[config.mk]
export PLATFORM = sky130hd
export DESIGN_NAME = rms_top
export DESIGN_NICKNAME = d
export VERILOG_FILES = /design/src/rms_strap_latch.v /design/src/rms_remote_wr.v /design/src/rms_top.v
export VERILOG_INCLUDE_DIRS = /design/src /design/src/src
export SDC_FILE = /design/constraint.sdc
export NUM_CORES = 1
export LEC_CHECK = 0
export ABC_AREA = 1
export BUFFER_PORTS_ARGS = -buffer_cell sky130_fd_sc_hd__buf_2
export CAP_MARGIN = 20
export CORE_MARGIN = 2
export CORE_UTILIZATION = 49
export DETAILED_ROUTE_END_ITERATION = 16
export GPL_ROUTABILITY_DRIVEN = 0
export PLACE_DENSITY = 0.8
export RECOVER_POWER = 25
export SETUP_SLACK_MARGIN = 0.3
export SLEW_MARGIN = 15
export SYNTH_ARGS = -nofsm -noshare
export SYNTH_HDL_FRONTEND = slang
export SYNTH_SLANG_ARGS = --single-unit
export TNS_END_PERCENT = 1
[constraint.sdc]
create_clock -name aclk -period 1.7 [get_ports aclk]
set_input_delay 0.17 -clock aclk [delete_from_list [all_inputs] [get_ports aclk]]
set_output_delay 0.17 -clock aclk [all_outputs]
set_load 0.01 [all_outputs]
[src/rms_regs.vh]
// Register offsets, field positions and reset values of the receive mode block
`ifndef RMS_REGS_VH
`define RMS_REGS_VH
`define RMS_OFF_RX_MODE      8'h23
`define RMS_OFF_SELFTEST     8'h24
`define RMS_OFF_LINK_CTRL    8'h30
`define RMS_OFF_LINK_STAT    8'h34
`define RMS_BIT_RATE_HALVE   6
`define RMS_BIT_AUTO_AUDIO   5
`define RMS_BIT_FAST_RATE    4
`define RMS_BIT_COAX         3
`define RMS_BIT_REPEATER     2
`define RMS_ST_RESET         8'h08
`define RMS_BIT_ST_PIN       3
`define RMS_BIT_ST_EN        0
`define RMS_BIT_AUTO_CLK     5
`define RMS_FAST_RATE_MBPS   20
`define RMS_CLK_MHZ          100
`define RMS_RATE_50          2'h0
`define RMS_RATE_25          2'h1
`define RMS_RATE_10          2'h2
`define RMS_REMOTE_CLKSRC    8'h14
`define RMS_RESP_OKAY        2'h0
`define RMS_RESP_SLVERR      2'h2
`endif

[src/rms_strap_latch.v]
// Strap capture one cycle after reset release
`timescale 1ns/1ps
`default_nettype none
module rms_strap_latch (
  input  wire aclk,
  input  wire aresetn,
  input  wire strap_in,
  output reg  strap_q_r,
  output reg  strap_load_r
);
  reg done_r;
  // Strap sampled by clocked logic after release, never by reset itself
  always @(posedge aclk) begin
    if (!aresetn) begin
      done_r       <= 1'b0;
      strap_q_r    <= 1'b0;
      strap_load_r <= 1'b0;
    end else begin
      strap_load_r <= ~done_r;
      if (!done_r) begin
        strap_q_r <= strap_in;
        done_r    <= 1'b1;
      end
    end
  end
endmodule
`default_nettype wire

[src/rms_remote_wr.v]
// One-shot request to write the clock source into the remote serializer
`timescale 1ns/1ps
`default_nettype none
`include "rms_regs.vh"
module rms_remote_wr (
  input  wire       aclk,
  input  wire       aresetn,
  input  wire       start,
  input  wire [1:0] clk_src,
  input  wire       ack,
  output reg        req_r,
  output reg  [7:0] addr_r,
  output reg  [7:0] data_r
);
  // Request holds until the link side acknowledges
  always @(posedge aclk) begin
    if (!aresetn) begin
      req_r  <= 1'b0;
      addr_r <= 8'h00;
      data_r <= 8'h00;
    end else if (start) begin
      req_r  <= 1'b1;
      addr_r <= `RMS_REMOTE_CLKSRC;
      data_r <= {6'h00, clk_src};
    end else if (ack) begin
      req_r  <= 1'b0;
    end
  end
endmodule
`default_nettype wire

[src/rms_top.v]
// Receive mode and self-test registers behind an AXI4-Lite slave
`timescale 1ns/1ps
`default_nettype none
`include "rms_regs.vh"
// Overview of operation
// - Rate bit picks divide-by-four or two
// - Rate bit ignored while fast rate set
// - Fast rate gives 20Mbps, strap reset
// - Autodetect audio format from auxiliary codes
// - Cable type bit: twisted pair/coax, strap
// - Repeater bit read-only, latched from strap
// - Oscillator rate field: 50/25/10 MHz
// - Self test from pin or register
// - Clock source written to remote after enable
// - Self-test register resets to 08h
module rms_top (
  input  wire        aclk,
  input  wire        aresetn,
  input  wire [7:0]  s_axi_awaddr,
  input  wire        s_axi_awvalid,
  output reg         s_axi_awready,
  input  wire [31:0] s_axi_wdata,
  input  wire [3:0]  s_axi_wstrb,
  input  wire        s_axi_wvalid,
  output reg         s_axi_wready,
  output reg  [1:0]  s_axi_bresp,
  output reg         s_axi_bvalid,
  input  wire        s_axi_bready,
  input  wire [7:0]  s_axi_araddr,
  input  wire        s_axi_arvalid,
  output reg         s_axi_arready,
  output reg  [31:0] s_axi_rdata,
  output reg  [1:0]  s_axi_rresp,
  output reg         s_axi_rvalid,
  input  wire        s_axi_rready,
  input  wire        first_mode_strap_pin,
  input  wire        selftest_pin,
  input  wire        aux_audio_valid,
  input  wire [1:0]  aux_audio_code,
  input  wire        remote_wr_ack,
  output reg  [7:0]  oscillator_divider_div_r,
  output reg         back_channel_fast_rate_r,
  output reg         coax_mode_r,
  output reg  [1:0]  audio_mode_r,
  output reg  [1:0]  oscillator_rx_clock_rate_r,
  output reg  [5:0]  rx_clock_mhz_r,
  output reg         selftest_active_r,
  output reg  [2:0]  selftest_cfg_r,
  output reg         remote_wr_req_r,
  output reg  [7:0]  remote_wr_addr_r,
  output reg  [7:0]  remote_wr_data_r
);
  // Register state
  reg        rate_halve_r;
  reg        auto_audio_r;
  reg        fast_r;
  reg        coax_r;
  reg        repeater_r;
  reg  [1:0] rx_low_r;
  reg  [7:0] st_r;
  reg  [7:0] divider_r;
  reg        auto_clk_r;
  reg  [1:0] audio_det_r;
  reg        st_en_d_r;
  reg  [7:0] aw_r;
  reg        aw_have_r;
  reg  [31:0] w_r;
  reg  [3:0] ws_r;
  reg        w_have_r;
  wire       strap_q;
  wire       strap_load;
  wire       rw_req;
  wire [7:0] rw_addr;
  wire [7:0] rw_data;
  wire       st_start;
  wire       do_wr;
  wire [7:0] rx_mode_rd;
  wire       st_en_eff;

  rms_strap_latch u_strap (
    .aclk         (aclk),
    .aresetn      (aresetn),
    .strap_in     (first_mode_strap_pin),
    .strap_q_r    (strap_q),
    .strap_load_r (strap_load)
  );

  // Rising edge of the effective enable starts the remote write
  assign st_en_eff = st_r[`RMS_BIT_ST_PIN] ? selftest_pin : st_r[`RMS_BIT_ST_EN];
  assign st_start  = st_en_eff & ~st_en_d_r;

  rms_remote_wr u_rwr (
    .aclk    (aclk),
    .aresetn (aresetn),
    .start   (st_start),
    .clk_src (st_r[2:1]),
    .ack     (remote_wr_ack),
    .req_r   (rw_req),
    .addr_r  (rw_addr),
    .data_r  (rw_data)
  );

  assign do_wr = aw_have_r & w_have_r & ~s_axi_bvalid;
  assign rx_mode_rd = {1'b0, rate_halve_r, auto_audio_r, fast_r, coax_r, repeater_r, rx_low_r};

  // Write channels taken independently, response after both
  always @(posedge aclk) begin
    if (!aresetn) begin
      s_axi_awready <= 1'b1;
      s_axi_wready  <= 1'b1;
      s_axi_bvalid  <= 1'b0;
      s_axi_bresp   <= `RMS_RESP_OKAY;
      aw_have_r     <= 1'b0;
      w_have_r      <= 1'b0;
      aw_r          <= 8'h00;
      w_r           <= 32'h0;
      ws_r          <= 4'h0;
    end else begin
      if (s_axi_awvalid && s_axi_awready) begin
        aw_r          <= s_axi_awaddr;
        aw_have_r     <= 1'b1;
        s_axi_awready <= 1'b0;
      end
      if (s_axi_wvalid && s_axi_wready) begin
        w_r          <= s_axi_wdata;
        ws_r         <= s_axi_wstrb;
        w_have_r     <= 1'b1;
        s_axi_wready <= 1'b0;
      end
      if (do_wr) begin
        s_axi_bvalid <= 1'b1;
        aw_have_r    <= 1'b0;
        w_have_r     <= 1'b0;
        case ({2'b00, aw_r[7:2]})
          `RMS_OFF_RX_MODE >> 2,
          `RMS_OFF_SELFTEST >> 2,
          `RMS_OFF_LINK_CTRL >> 2,
          `RMS_OFF_LINK_STAT >> 2: s_axi_bresp <= `RMS_RESP_OKAY;
          default:                 s_axi_bresp <= `RMS_RESP_SLVERR;
        endcase
      end
      if (s_axi_bvalid && s_axi_bready) begin
        s_axi_bvalid  <= 1'b0;
        s_axi_awready <= 1'b1;
        s_axi_wready  <= 1'b1;
      end
    end
  end

  // Register file; offset 0x23 is not word aligned so it decodes on the word
  always @(posedge aclk) begin
    if (!aresetn) begin
      rate_halve_r <= 1'b0;
      auto_audio_r <= 1'b1;
      fast_r       <= 1'b0;
      coax_r       <= 1'b0;
      repeater_r   <= 1'b0;
      rx_low_r     <= 2'h0;
      st_r         <= `RMS_ST_RESET;
      divider_r    <= 8'h00;
      auto_clk_r   <= 1'b0;
    end else begin
      // Strap load lands two cycles after release and wins over a software write landing at the same edge
      if (strap_load) begin
        fast_r     <= strap_q;
        coax_r     <= strap_q;
        repeater_r <= strap_q;
      end else if (do_wr && ws_r[0]) begin
        case ({2'b00, aw_r[7:2]})
          `RMS_OFF_RX_MODE >> 2: begin
            rate_halve_r <= w_r[`RMS_BIT_RATE_HALVE];
            auto_audio_r <= w_r[`RMS_BIT_AUTO_AUDIO];
            fast_r       <= w_r[`RMS_BIT_FAST_RATE];
            coax_r       <= w_r[`RMS_BIT_COAX];
            rx_low_r     <= w_r[1:0];
          end
          `RMS_OFF_SELFTEST >> 2: st_r <= w_r[7:0];
          `RMS_OFF_LINK_CTRL >> 2: begin
            divider_r  <= w_r[7:0];
            auto_clk_r <= w_r[8 + `RMS_BIT_AUTO_CLK];
          end
          default: ;
        endcase
      end
    end
  end

  // Read channel, one wait state; bits above 8 read zero except link control and receive mode words
  always @(posedge aclk) begin
    if (!aresetn) begin
      s_axi_arready <= 1'b1;
      s_axi_rvalid  <= 1'b0;
      s_axi_rdata   <= 32'h0;
      s_axi_rresp   <= `RMS_RESP_OKAY;
    end else begin
      if (s_axi_arvalid && s_axi_arready) begin
        s_axi_arready <= 1'b0;
        s_axi_rvalid  <= 1'b1;
        s_axi_rresp   <= `RMS_RESP_OKAY;
        case ({2'b00, s_axi_araddr[7:2]})
          `RMS_OFF_RX_MODE >> 2:   s_axi_rdata <= {rx_mode_rd, 24'h0};
          `RMS_OFF_SELFTEST >> 2:  s_axi_rdata <= {24'h0, st_r};
          `RMS_OFF_LINK_CTRL >> 2: s_axi_rdata <= {16'h0, 2'h0, auto_clk_r, 5'h0, divider_r};
          `RMS_OFF_LINK_STAT >> 2: s_axi_rdata <= {24'h0, 3'h0, rw_req, 1'b0,
                                                   selftest_active_r, audio_mode_r};
          default: begin
            s_axi_rdata <= 32'h0;
            s_axi_rresp <= `RMS_RESP_SLVERR;
          end
        endcase
      end
      if (s_axi_rvalid && s_axi_rready) begin
        s_axi_rvalid  <= 1'b0;
        s_axi_arready <= 1'b1;
      end
    end
  end

  // Audio mode detector; holds last code when autodetect is off
  always @(posedge aclk) begin
    if (!aresetn) begin
      audio_det_r <= 2'h0;
    end else if (auto_audio_r && aux_audio_valid) begin
      audio_det_r <= aux_audio_code;
    end
  end

  // Derived link controls, all registered outputs
  always @(posedge aclk) begin
    if (!aresetn) begin
      oscillator_divider_div_r   <= 8'h00;
      back_channel_fast_rate_r   <= 1'b0;
      coax_mode_r                <= 1'b0;
      audio_mode_r               <= 2'h0;
      oscillator_rx_clock_rate_r <= 2'h0;
      rx_clock_mhz_r             <= 6'd0;
      selftest_active_r          <= 1'b0;
      selftest_cfg_r             <= 3'h0;
      st_en_d_r                  <= 1'b0;
      remote_wr_req_r            <= 1'b0;
      remote_wr_addr_r           <= 8'h00;
      remote_wr_data_r           <= 8'h00;
    end else begin
      // Fast rate wins; rate bit only shapes the divider otherwise
      back_channel_fast_rate_r <= fast_r;
      if (fast_r) begin
        oscillator_divider_div_r <= 8'h00;
      end else if (rate_halve_r) begin
        oscillator_divider_div_r <= {1'b0, divider_r[7:1]};
      end else begin
        oscillator_divider_div_r <= {2'b00, divider_r[7:2]};
      end
      coax_mode_r  <= coax_r;
      audio_mode_r <= audio_det_r;
      oscillator_rx_clock_rate_r <= st_r[5:4];
      // Reserved code reports zero so a consumer can spot it
      if (!auto_clk_r) begin
        rx_clock_mhz_r <= 6'd0;
      end else begin
        case (st_r[5:4])
          `RMS_RATE_50: rx_clock_mhz_r <= 6'd50;
          `RMS_RATE_25: rx_clock_mhz_r <= 6'd25;
          `RMS_RATE_10: rx_clock_mhz_r <= 6'd10;
          default:      rx_clock_mhz_r <= 6'd0;
        endcase
      end
      st_en_d_r         <= st_en_eff;
      selftest_active_r <= st_en_eff;
      selftest_cfg_r    <= st_r[`RMS_BIT_ST_PIN] ? {2'b00, selftest_pin} : st_r[2:0];
      // Drop on the ack itself so the far side never sees a stale request
      remote_wr_req_r   <= rw_req & ~remote_wr_ack;
      remote_wr_addr_r  <= rw_addr;
      remote_wr_data_r  <= rw_data;
    end
  end
endmodule
`default_nettype wire

; Word level (Yosys, flattened, before mapping)
; Cells that the tools add are included.
[totals]
register_bits = 127
input_bits = 65
output_inout_bits = 82
wordCells = 103
[op_classes]
eq_ne = 10
n_mux = 16
bitwise = 11
n_reduce_logical = 24
[op_table]
columns = op, n
row1 = one-hot mux 31 bit (4 select lines), 1
row2 = == test 6 x 4 -> 1 bit (second input constant), 8
row3 = one-hot mux 6 bit (3 select lines), 1
row4 = 2-to-1 mux 1 bit, 11
row5 = OR reduction 2 bit, 5
row6 = AND reduction 3 bit, 3
row7 = OR reduction 4 bit, 2
row8 = logical AND 1 bit, 7
row9 = inverter 1 bit, 7
row10 = 2-to-1 mux 6 bit, 1
row11 = nonzero test 2 bit, 3
row12 = bitwise AND 1 bit, 4
row13 = 2-to-1 mux 2 bit, 2
row14 = AND reduction 2 bit, 2
row15 = OR reduction 3 bit, 1
row16 = == test 2 x 1 -> 1 bit (second input constant), 1
row17 = == test 2 bit (second input constant), 1
row18 = zero test 2 bit, 1

; Logic depth before layout (Yosys ltp)
; Gate-level depths: netlist (run 1).
[logic_depth]
word_depth = 5
depth_mapped = 8
depth_no_buf = 8

; By module
; From an unflattened synthesis (run 1), not the netlist that was laid out.
[unflattened]
cells_unflattened = 547
hier_area_um2 = 4356.7
[by_module_without_submodules]
columns = module, instances, cells_per_inst, area_per_inst_um2, seq_area_each_um2
row1 = rms_top, 1, 506, 4030.1, 2102.0
row2 = rms_remote_wr, 1, 31, 237.7, 80.1
row3 = rms_strap_latch, 1, 10, 88.8, 60.1

; Least setup slack after synthesis (run 1)
; OpenSTA, ideal clock, no wires.
[synth_timing]
path_type = register -> register
from = reg s_axi_bvalid
to = reg st_r[5]
setup_ns = 0.118
arrival_ns = 1.111
required_ns = 1.582
slack_ns = 0.471
path_stages_with_launch = 8
path_buffers = 1
path_cell_list = dfxtp_1 inv_1 nand4_2 nor2_4 nand2_4 buf_6 o21ai_2 a21oi_2
[synth_via]
elab_chain_cells = 4
[synth_rtl]
columns = element, line
row1 = "start, declared", rms_top.v:27  ; output reg s_axi_bvalid,
row2 = "start signal, assigned", rms_top.v:111  ; s_axi_bvalid <= 1'b0;
row3 = "start signal, assigned", rms_top.v:131  ; s_axi_bvalid <= 1'b1;
row4 = "start signal, assigned", rms_top.v:143  ; s_axi_bvalid <= 1'b0;
row5 = inverter 1 bit, rms_top.v:103  ; assign do_wr = aw_have_r & w_have_r & ~s_axi_bvalid;
row6 = bitwise AND 1 bit, rms_top.v:103
row7 = logical AND 1 bit, rms_top.v:168  ; end else if (do_wr && ws_r[0]) begin
row8 = AND reduction 3 bit (no line), n/a
row9 = "end signal, assigned", rms_top.v:159  ; st_r <= `RMS_ST_RESET;
row10 = "end signal, assigned", rms_top.v:177  ; `RMS_OFF_SELFTEST >> 2: st_r <= w_r[7:0];
row11 = "end, declared", rms_top.v:60  ; reg [7:0] st_r;
; Every way passes these cells.
; A chain may end at the register's enable or synchronous reset.

; Worst setup path in the final report (run 1)
[layout_timing]
from = reg s_axi_bvalid
to = reg auto_audio_r
[layout_via]
elab_chain_cells = 4
[layout_rtl]
columns = element, line
row1 = inverter 1 bit, rms_top.v:103
row2 = bitwise AND 1 bit, rms_top.v:103
row3 = logical AND 1 bit, rms_top.v:168
row4 = AND reduction 3 bit (no line), n/a
row5 = "end signal, assigned", rms_top.v:172  ; auto_audio_r <= w_r[`RMS_BIT_AUTO_AUDIO];
row6 = "end, declared", rms_top.v:55  ; reg auto_audio_r;
; Every way passes these cells.

==> results of run 1 <==
## flip-flops by register name, summed over array words and instances (netlist names), 2 cells and up
name / count
aw_r: 6
audio_det_r: 2
st_r: 8
rx_low_r: 2
oscillator_rx_clock_rate_r: 2
w_r: 9
u_rwr.data_r: 2
selftest_cfg_r: 2
remote_wr_data_r: 2
s_axi_rdata: 16
oscillator_divider_div_r: 7
rx_clock_mhz_r: 5
divider_r: 8
audio_mode_r: 2
## path summary, 6_finish.rpt
path	from	endpoint	slack [ps]
hold / removal	s_axi_rready	s_axi_arready$_SDFFE_PP1P_	40
setup / recovery	s_axi_bvalid$_SDFFE_PP0P_	auto_audio_r$_SDFFE_PN1P_	370
setup reg to reg	s_axi_bvalid$_SDFFE_PP0P_	auto_audio_r$_SDFFE_PN1P_	370
hold reg to reg	audio_det_r[0]$_SDFFE_PN0P_	audio_mode_r[0]$_SDFF_PN0_	440
## cells by family (layout without fill, tap and decap cells)
family	after synthesis	after routing
other	1	32
and+or+nand+nor	193	193
buffers and inverters	94	155
AOI/OAI and AO/OA	105	105
adders and majority gates	5	5
DFF	99	99
## routing by layer
metal  vias to the layer above  GRT usage  share of wire
li1                       1706          -              -
met1                      1492      0.235           0.44
met2                        99      0.307           0.48
met3                        18     0.0465          0.061
met4                         0     0.0833          0.021
met5                         -          0              0
## per-stage QoR
stage / cell area, µm² / hold WS, ps / utilization / setup slack, ps / std cells
3_3_place_gp: 4330 / 356 / 0.558 / 393 / 670
3_5_place_dp: 4330 / 365 / 0.558 / 335 / 670
6_report: 4540 / 35.5 / 0.584 / 373 / 691
4_1_cts: 4520 / 17.3 / 0.582 / 304 / 687
2_1_floorplan: 4060 / 198 / - / 471 / 528
5_1_grt: 4540 / 39.3 / 0.584 / 255 / 691
## final cells by class
type,instances,area [µm²],share of cell area
Multi-Input combinational cell,335,1590,0.350
Clock buffer,11,141,0.0312
Timing Repair Buffer,93,478,0.105
Tap cell,102,128,0.0281
Clock inverter,5,38.8,0.00855
Inverter,46,181,0.0400
Sequential cell,99,1980,0.437
## worst max-delay path, delay by kind of cell, from the launching register on
kind / cells / cell delay, ps
AO/OA/AOI/OAI: 1 / 70
flip-flops: 1 / 340
buffers and inverters: 2 / 270
AND/OR/NAND/NOR: 4 / 550
## cell usage after synthesis, drive strengths merged
library cell	n	area, µm²
o21a	1	7.51
o221ai	1	8.76
clkinv	2	12.5
a22oi	2	15.0
dfxtp	99	1980
ha	5	62.6
a21boi	1	7.51
nand3	24	125
conb	1	3.75
nor3b	1	7.51
nand2	92	363
o21ai	47	243
nand4	6	43.8
inv	44	165
nor2	67	282
clkbuf	8	30.0
a21o	1	7.51
a21oi	50	254
buf	40	290
nor3	3	15.0
o211ai	2	20.0
## power groups by stage
stage / combinational, mW / sequential (mW) / clock, mW
after floorplan: 0.293 / 2.53 / 0
after global placement: 0.373 / 2.52 / 0
after detailed placement: 0.385 / 2.53 / 0
after CTS: 0.388 / 2.47 / 1.40
after global routing: 0.447 / 2.49 / 1.49
final: 0.393 / 2.47 / 1.36
## what timing repair did
action / CTS / global route
resized for setup: 0 / 2
hold buffers: 1 / 0
endpoints found under the hold margin: 1 / 0
buffers inserted: 0 / 4
endpoints found under the setup margin: 0 / 26
==> qor.txt, run 1 <==
Unique masters post-synth -> 36
outcome -> finished, final reports clean
Min Clock Period, post-route -> 1330 ps
critical path's slowest cell -> dfxtp_1
commonest cells after routing, fill and taps aside -> dfxtp_1, nand2_1, buf_2
VDD IR max -> 0.395 mV
initial antenna violation count -> 0
yosys warns -> 0
xor/xnor share of the synthesized area -> 0
Total GRT Usage -> 0.188
Power Total -> 4.23 mW
syn avg cell area -> 7.94 µm²
row cnt -> 32
worst min path class -> input pin to register
crit-path cells -> inv_1, nand4_2, nor2_4, buf_4, nand2_1, nand2_1, o211ai_1
core area -> 7770 µm²
Seq/Total Area, Yosys -> 0.502
setup TNS -> 0 ps
Reg2Reg Depth -> 7
Clock Pin Slew Worst Setup and Hold Paths -> 90 ps
main combinational cell family by area after synthesis -> simple AND/OR/NAND/NOR gates
Synth Area in Compound Gates -> 0.143
die height -> 93.7 µm
CP endpoint kind -> register
Cells after Synth -> 497
die width -> 93.7 µm
CP startpoint kind -> register
WL per Instance -> 11.7 µm
P&R area growth vs syn -> 15.0%
fin crit share -> 0.780
layout cells sized above 1 -> 0.188
Final Slew Violations -> 0
CTS tree -> yes
largest net degree at the start of global routing -> 48
Seq cells post-synth -> 99
worst endpoint required time -> 1950 ps
Synth Area in Adders -> 0.0159
unrepaired setup endpoints after global routing -> yes
Comb power frac -> 0.093
sequential power share -> 0.585
area of the mapped netlist -> 3950 µm²
routed wire length -> 8.06 mm
ant diodes -> 0
Starting Density -> 0.508
hold path depth -> 3
DR vias -> 3,315
CP arrival -> 1580 ps
relative slew slack -> 0.621
crit-path max FO -> 5
ANT nets after route -> 0
Post-Synth Simple-Gate Area -> 0.212
most used cell along the critical path -> nand2_1
Net Switching -> 1.11 mW
final setup fails -> 0
port bufs -> 84
Root Buffer -> clkbuf_8
Clk pwr share -> 0.322
Max Root-Sink Buffers -> 2
FILL cells -> 740
Maximum Capacitance Violations -> 0
DR pass1 iterations -> 5
final hold vios -> 0
critical path class -> register to register
vias in the first global route -> 2,922
sw frac -> 0.262
Static Leak -> 2.11 nW
htree depth -> 3
NumNets Final -> 654
die area -> 8780 µm²
Max Fclk -> 0.754 GHz
commonest non-fill, non-tap cell in the layout -> dfxtp_1
multiplexer share of the synthesized area -> 0
grt total ovfl -> 0
clock sinks -> 99
TritonCTS buffer count -> 9
internal power -> 3.12 mW
pwr dens -> 933 nW/µm²
initial drt markers -> 161
Slew @ Worst Pin -> 569 ps
Setup Skew -> 8.17 ps
Clk Latency, worst-skew pair -> 370 ps
Vias/cell -> 4.80
DRC viols -> 0
number of I/O pins -> 147
global-route wire length before repair -> 13.0 mm
placed wire-length estimate -> 6.13 mm
worst stage delay on the critical path -> 340 ps
Power figures use the tool's default switching activity.
==> inputs of run 2 (changes only) <==
Clock period 1.7 ns to 1.3 ns, I/O delays scaled along.
==> qor.txt, run 2 (synthesized netlist as in run 1, its figures left out) <==
outcome -> finished, final reports clean
VDD IR max -> 0.602 mV
unrepaired setup endpoints after global routing -> yes
worst endpoint required time -> 1560 ps
Root Buffer -> clkbuf_8
Static Leak -> 2.15 nW
Setup Skew -> 6.38 ps
port bufs -> 84
Placed Cells -> 677
CP endpoint kind -> register
vias in the first global route -> 3,111
M1 GR Usage -> 0.240
critical path class -> register to register
CP startpoint kind -> register
final instance area -> 4660 µm²
CP arrival -> 1470 ps
crit-path max FO -> 7
CTS tree -> yes
placed cell area -> 4410 µm²
met3 Track Usage GR -> 0.0465
die area -> 8780 µm²
DRC viols -> 0
clock sinks -> 99
max reg flops -> 16
NumNets Final -> 660
non-filler cells, final -> 697
Power Total -> 5.64 mW
Crit path max-delay family -> simple AND/OR/NAND/NOR gates
commonest cells after routing, fill and taps aside -> dfxtp_1, nand2_1, buf_2
final setup fails -> 0
DR pass1 iterations -> 4
initial drt markers -> 206
FILL cells -> 734
Total GRT Usage -> 0.198
Max Root-Sink Buffers -> 2
pwr dens -> 1210 nW/µm²
layout cells sized above 1 -> 0.220
core area -> 7770 µm²
Vias/cell -> 4.84
relative slew slack -> 0.644
final hold vios -> 0
Reg area -> 1990 µm²
critical path's slowest cell -> dfxtp_2
ANT nets after route -> 0
Multi-input gate area -> 1630 µm²
busiest grt layer -> met2
commonest non-fill, non-tap cell in the layout -> dfxtp_1
Slew @ Worst Pin -> 534 ps
largest registers -> s_axi_rdata (16), w_r (9)
Min Clock Period, post-route -> 1210 ps
htree depth -> 3
ant diodes -> 0
Clock Pin Slew Worst Setup and Hold Paths -> 90 ps
Clk Latency, worst-skew pair -> 360 ps
initial antenna violation count -> 0
TritonCTS buffer count -> 9
Maximum Capacitance Violations -> 0
grt total ovfl -> 0
crit-path cells -> inv_2, nand4_4, nor2_4, buf_12, nand2_4, o21ai_1, nor2_1
routed wire length -> 8.58 mm
P&R area growth vs syn -> 18.1%
Max Fclk -> 0.825 GHz
Top reg by flops -> s_axi_rdata
worst min path class -> input pin to register
setup TNS -> 0 ps
GR Layer Usage met2 -> 0.340
WL per Instance -> 12.3 µm
number of I/O pins -> 147
worst stage delay on the critical path -> 340 ps
die width -> 93.7 µm
placed wire-length estimate -> 6.26 mm
Final Slew Violations -> 0
Starting Density -> 0.508
row cnt -> 32
DR vias -> 3,372
largest net degree at the start of global routing -> 60
global-route wire length before repair -> 13.7 mm
fin crit share -> 0.932
die height -> 93.7 µm
Bufs and invs on worst path -> 2
run 2: cell count changes in the layout (fill, tap and decap cells not counted), sizes merged:
cell         change
inv              +2
clkinv           +3
dlygate4sd3      +1
buf              +4
clkbuf           -1
nand2            +1
clkinvlp         -4
run 2: repair_timing:
action,in CTS,in global routing
endpoints found under the hold margin,2,0
gates cloned,1,0
hold buffers,2,0
setup buffers,1,0
pin swaps,4,1
gates resized for setup,21,6
setup endpoints to repair,51,91
run 2: metrics by stage:
step                      worst slack [ps]  utilization  hold WS [ps]
final                                 88.0        0.600          21.2
after detailed placement              11.1        0.567           311
after CTS                              112        0.602          7.98
after floorplan                        101            -           158
after global routing                  35.5        0.600          32.5
after global placement                 110        0.567           312
run 2: worst reg2reg max path, cell delays in order, from the launching register on:
cell,delay (ps)
dfxtp_2,340
inv_2,80
nand4_4,100
nor2_4,120
buf_12,140
nand2_4,90
o21ai_1,170
nor2_1,60
run 2: metal layers:
metal / up-vias / share of wire
met2: 114 / 0.48
met4: 0 / 0.022
met5: - / 0
li1: 1724 / -
met1: 1515 / 0.43
met3: 19 / 0.059
run 2: final cells by class:
class	count	share of cell area
sequential	99	0.427
multi-input combinational	336	0.351
timing repair buffer	98	0.117
inverter	46	0.0381
clock buffer	10	0.0295
tap	102	0.0274
clock inverter	6	0.0102
run 2: worst paths after layout:
check | slack, ps | cells past startpoint | endpoint | start
worst max-delay path | 90 | 7 | st_r[6]$_SDFFE_PN0P_ | s_axi_bvalid$_SDFFE_PP0P_
worst min register to register | 440 | 2 | audio_mode_r[0]$_SDFF_PN0_ | audio_det_r[0]$_SDFFE_PN0P_
worst min-delay path | 20 | 3 | aw_r[6]$_SDFFE_PN0P_ | s_axi_awaddr[6]
worst max register to register | 90 | 7 | st_r[6]$_SDFFE_PN0P_ | s_axi_bvalid$_SDFFE_PP0P_
run 2: power by group:
part	switching (mW)	internal, mW
sequential	0.0933	3.15
combinational	0.345	0.199
clock	1.08	0.765
total	1.52	4.12
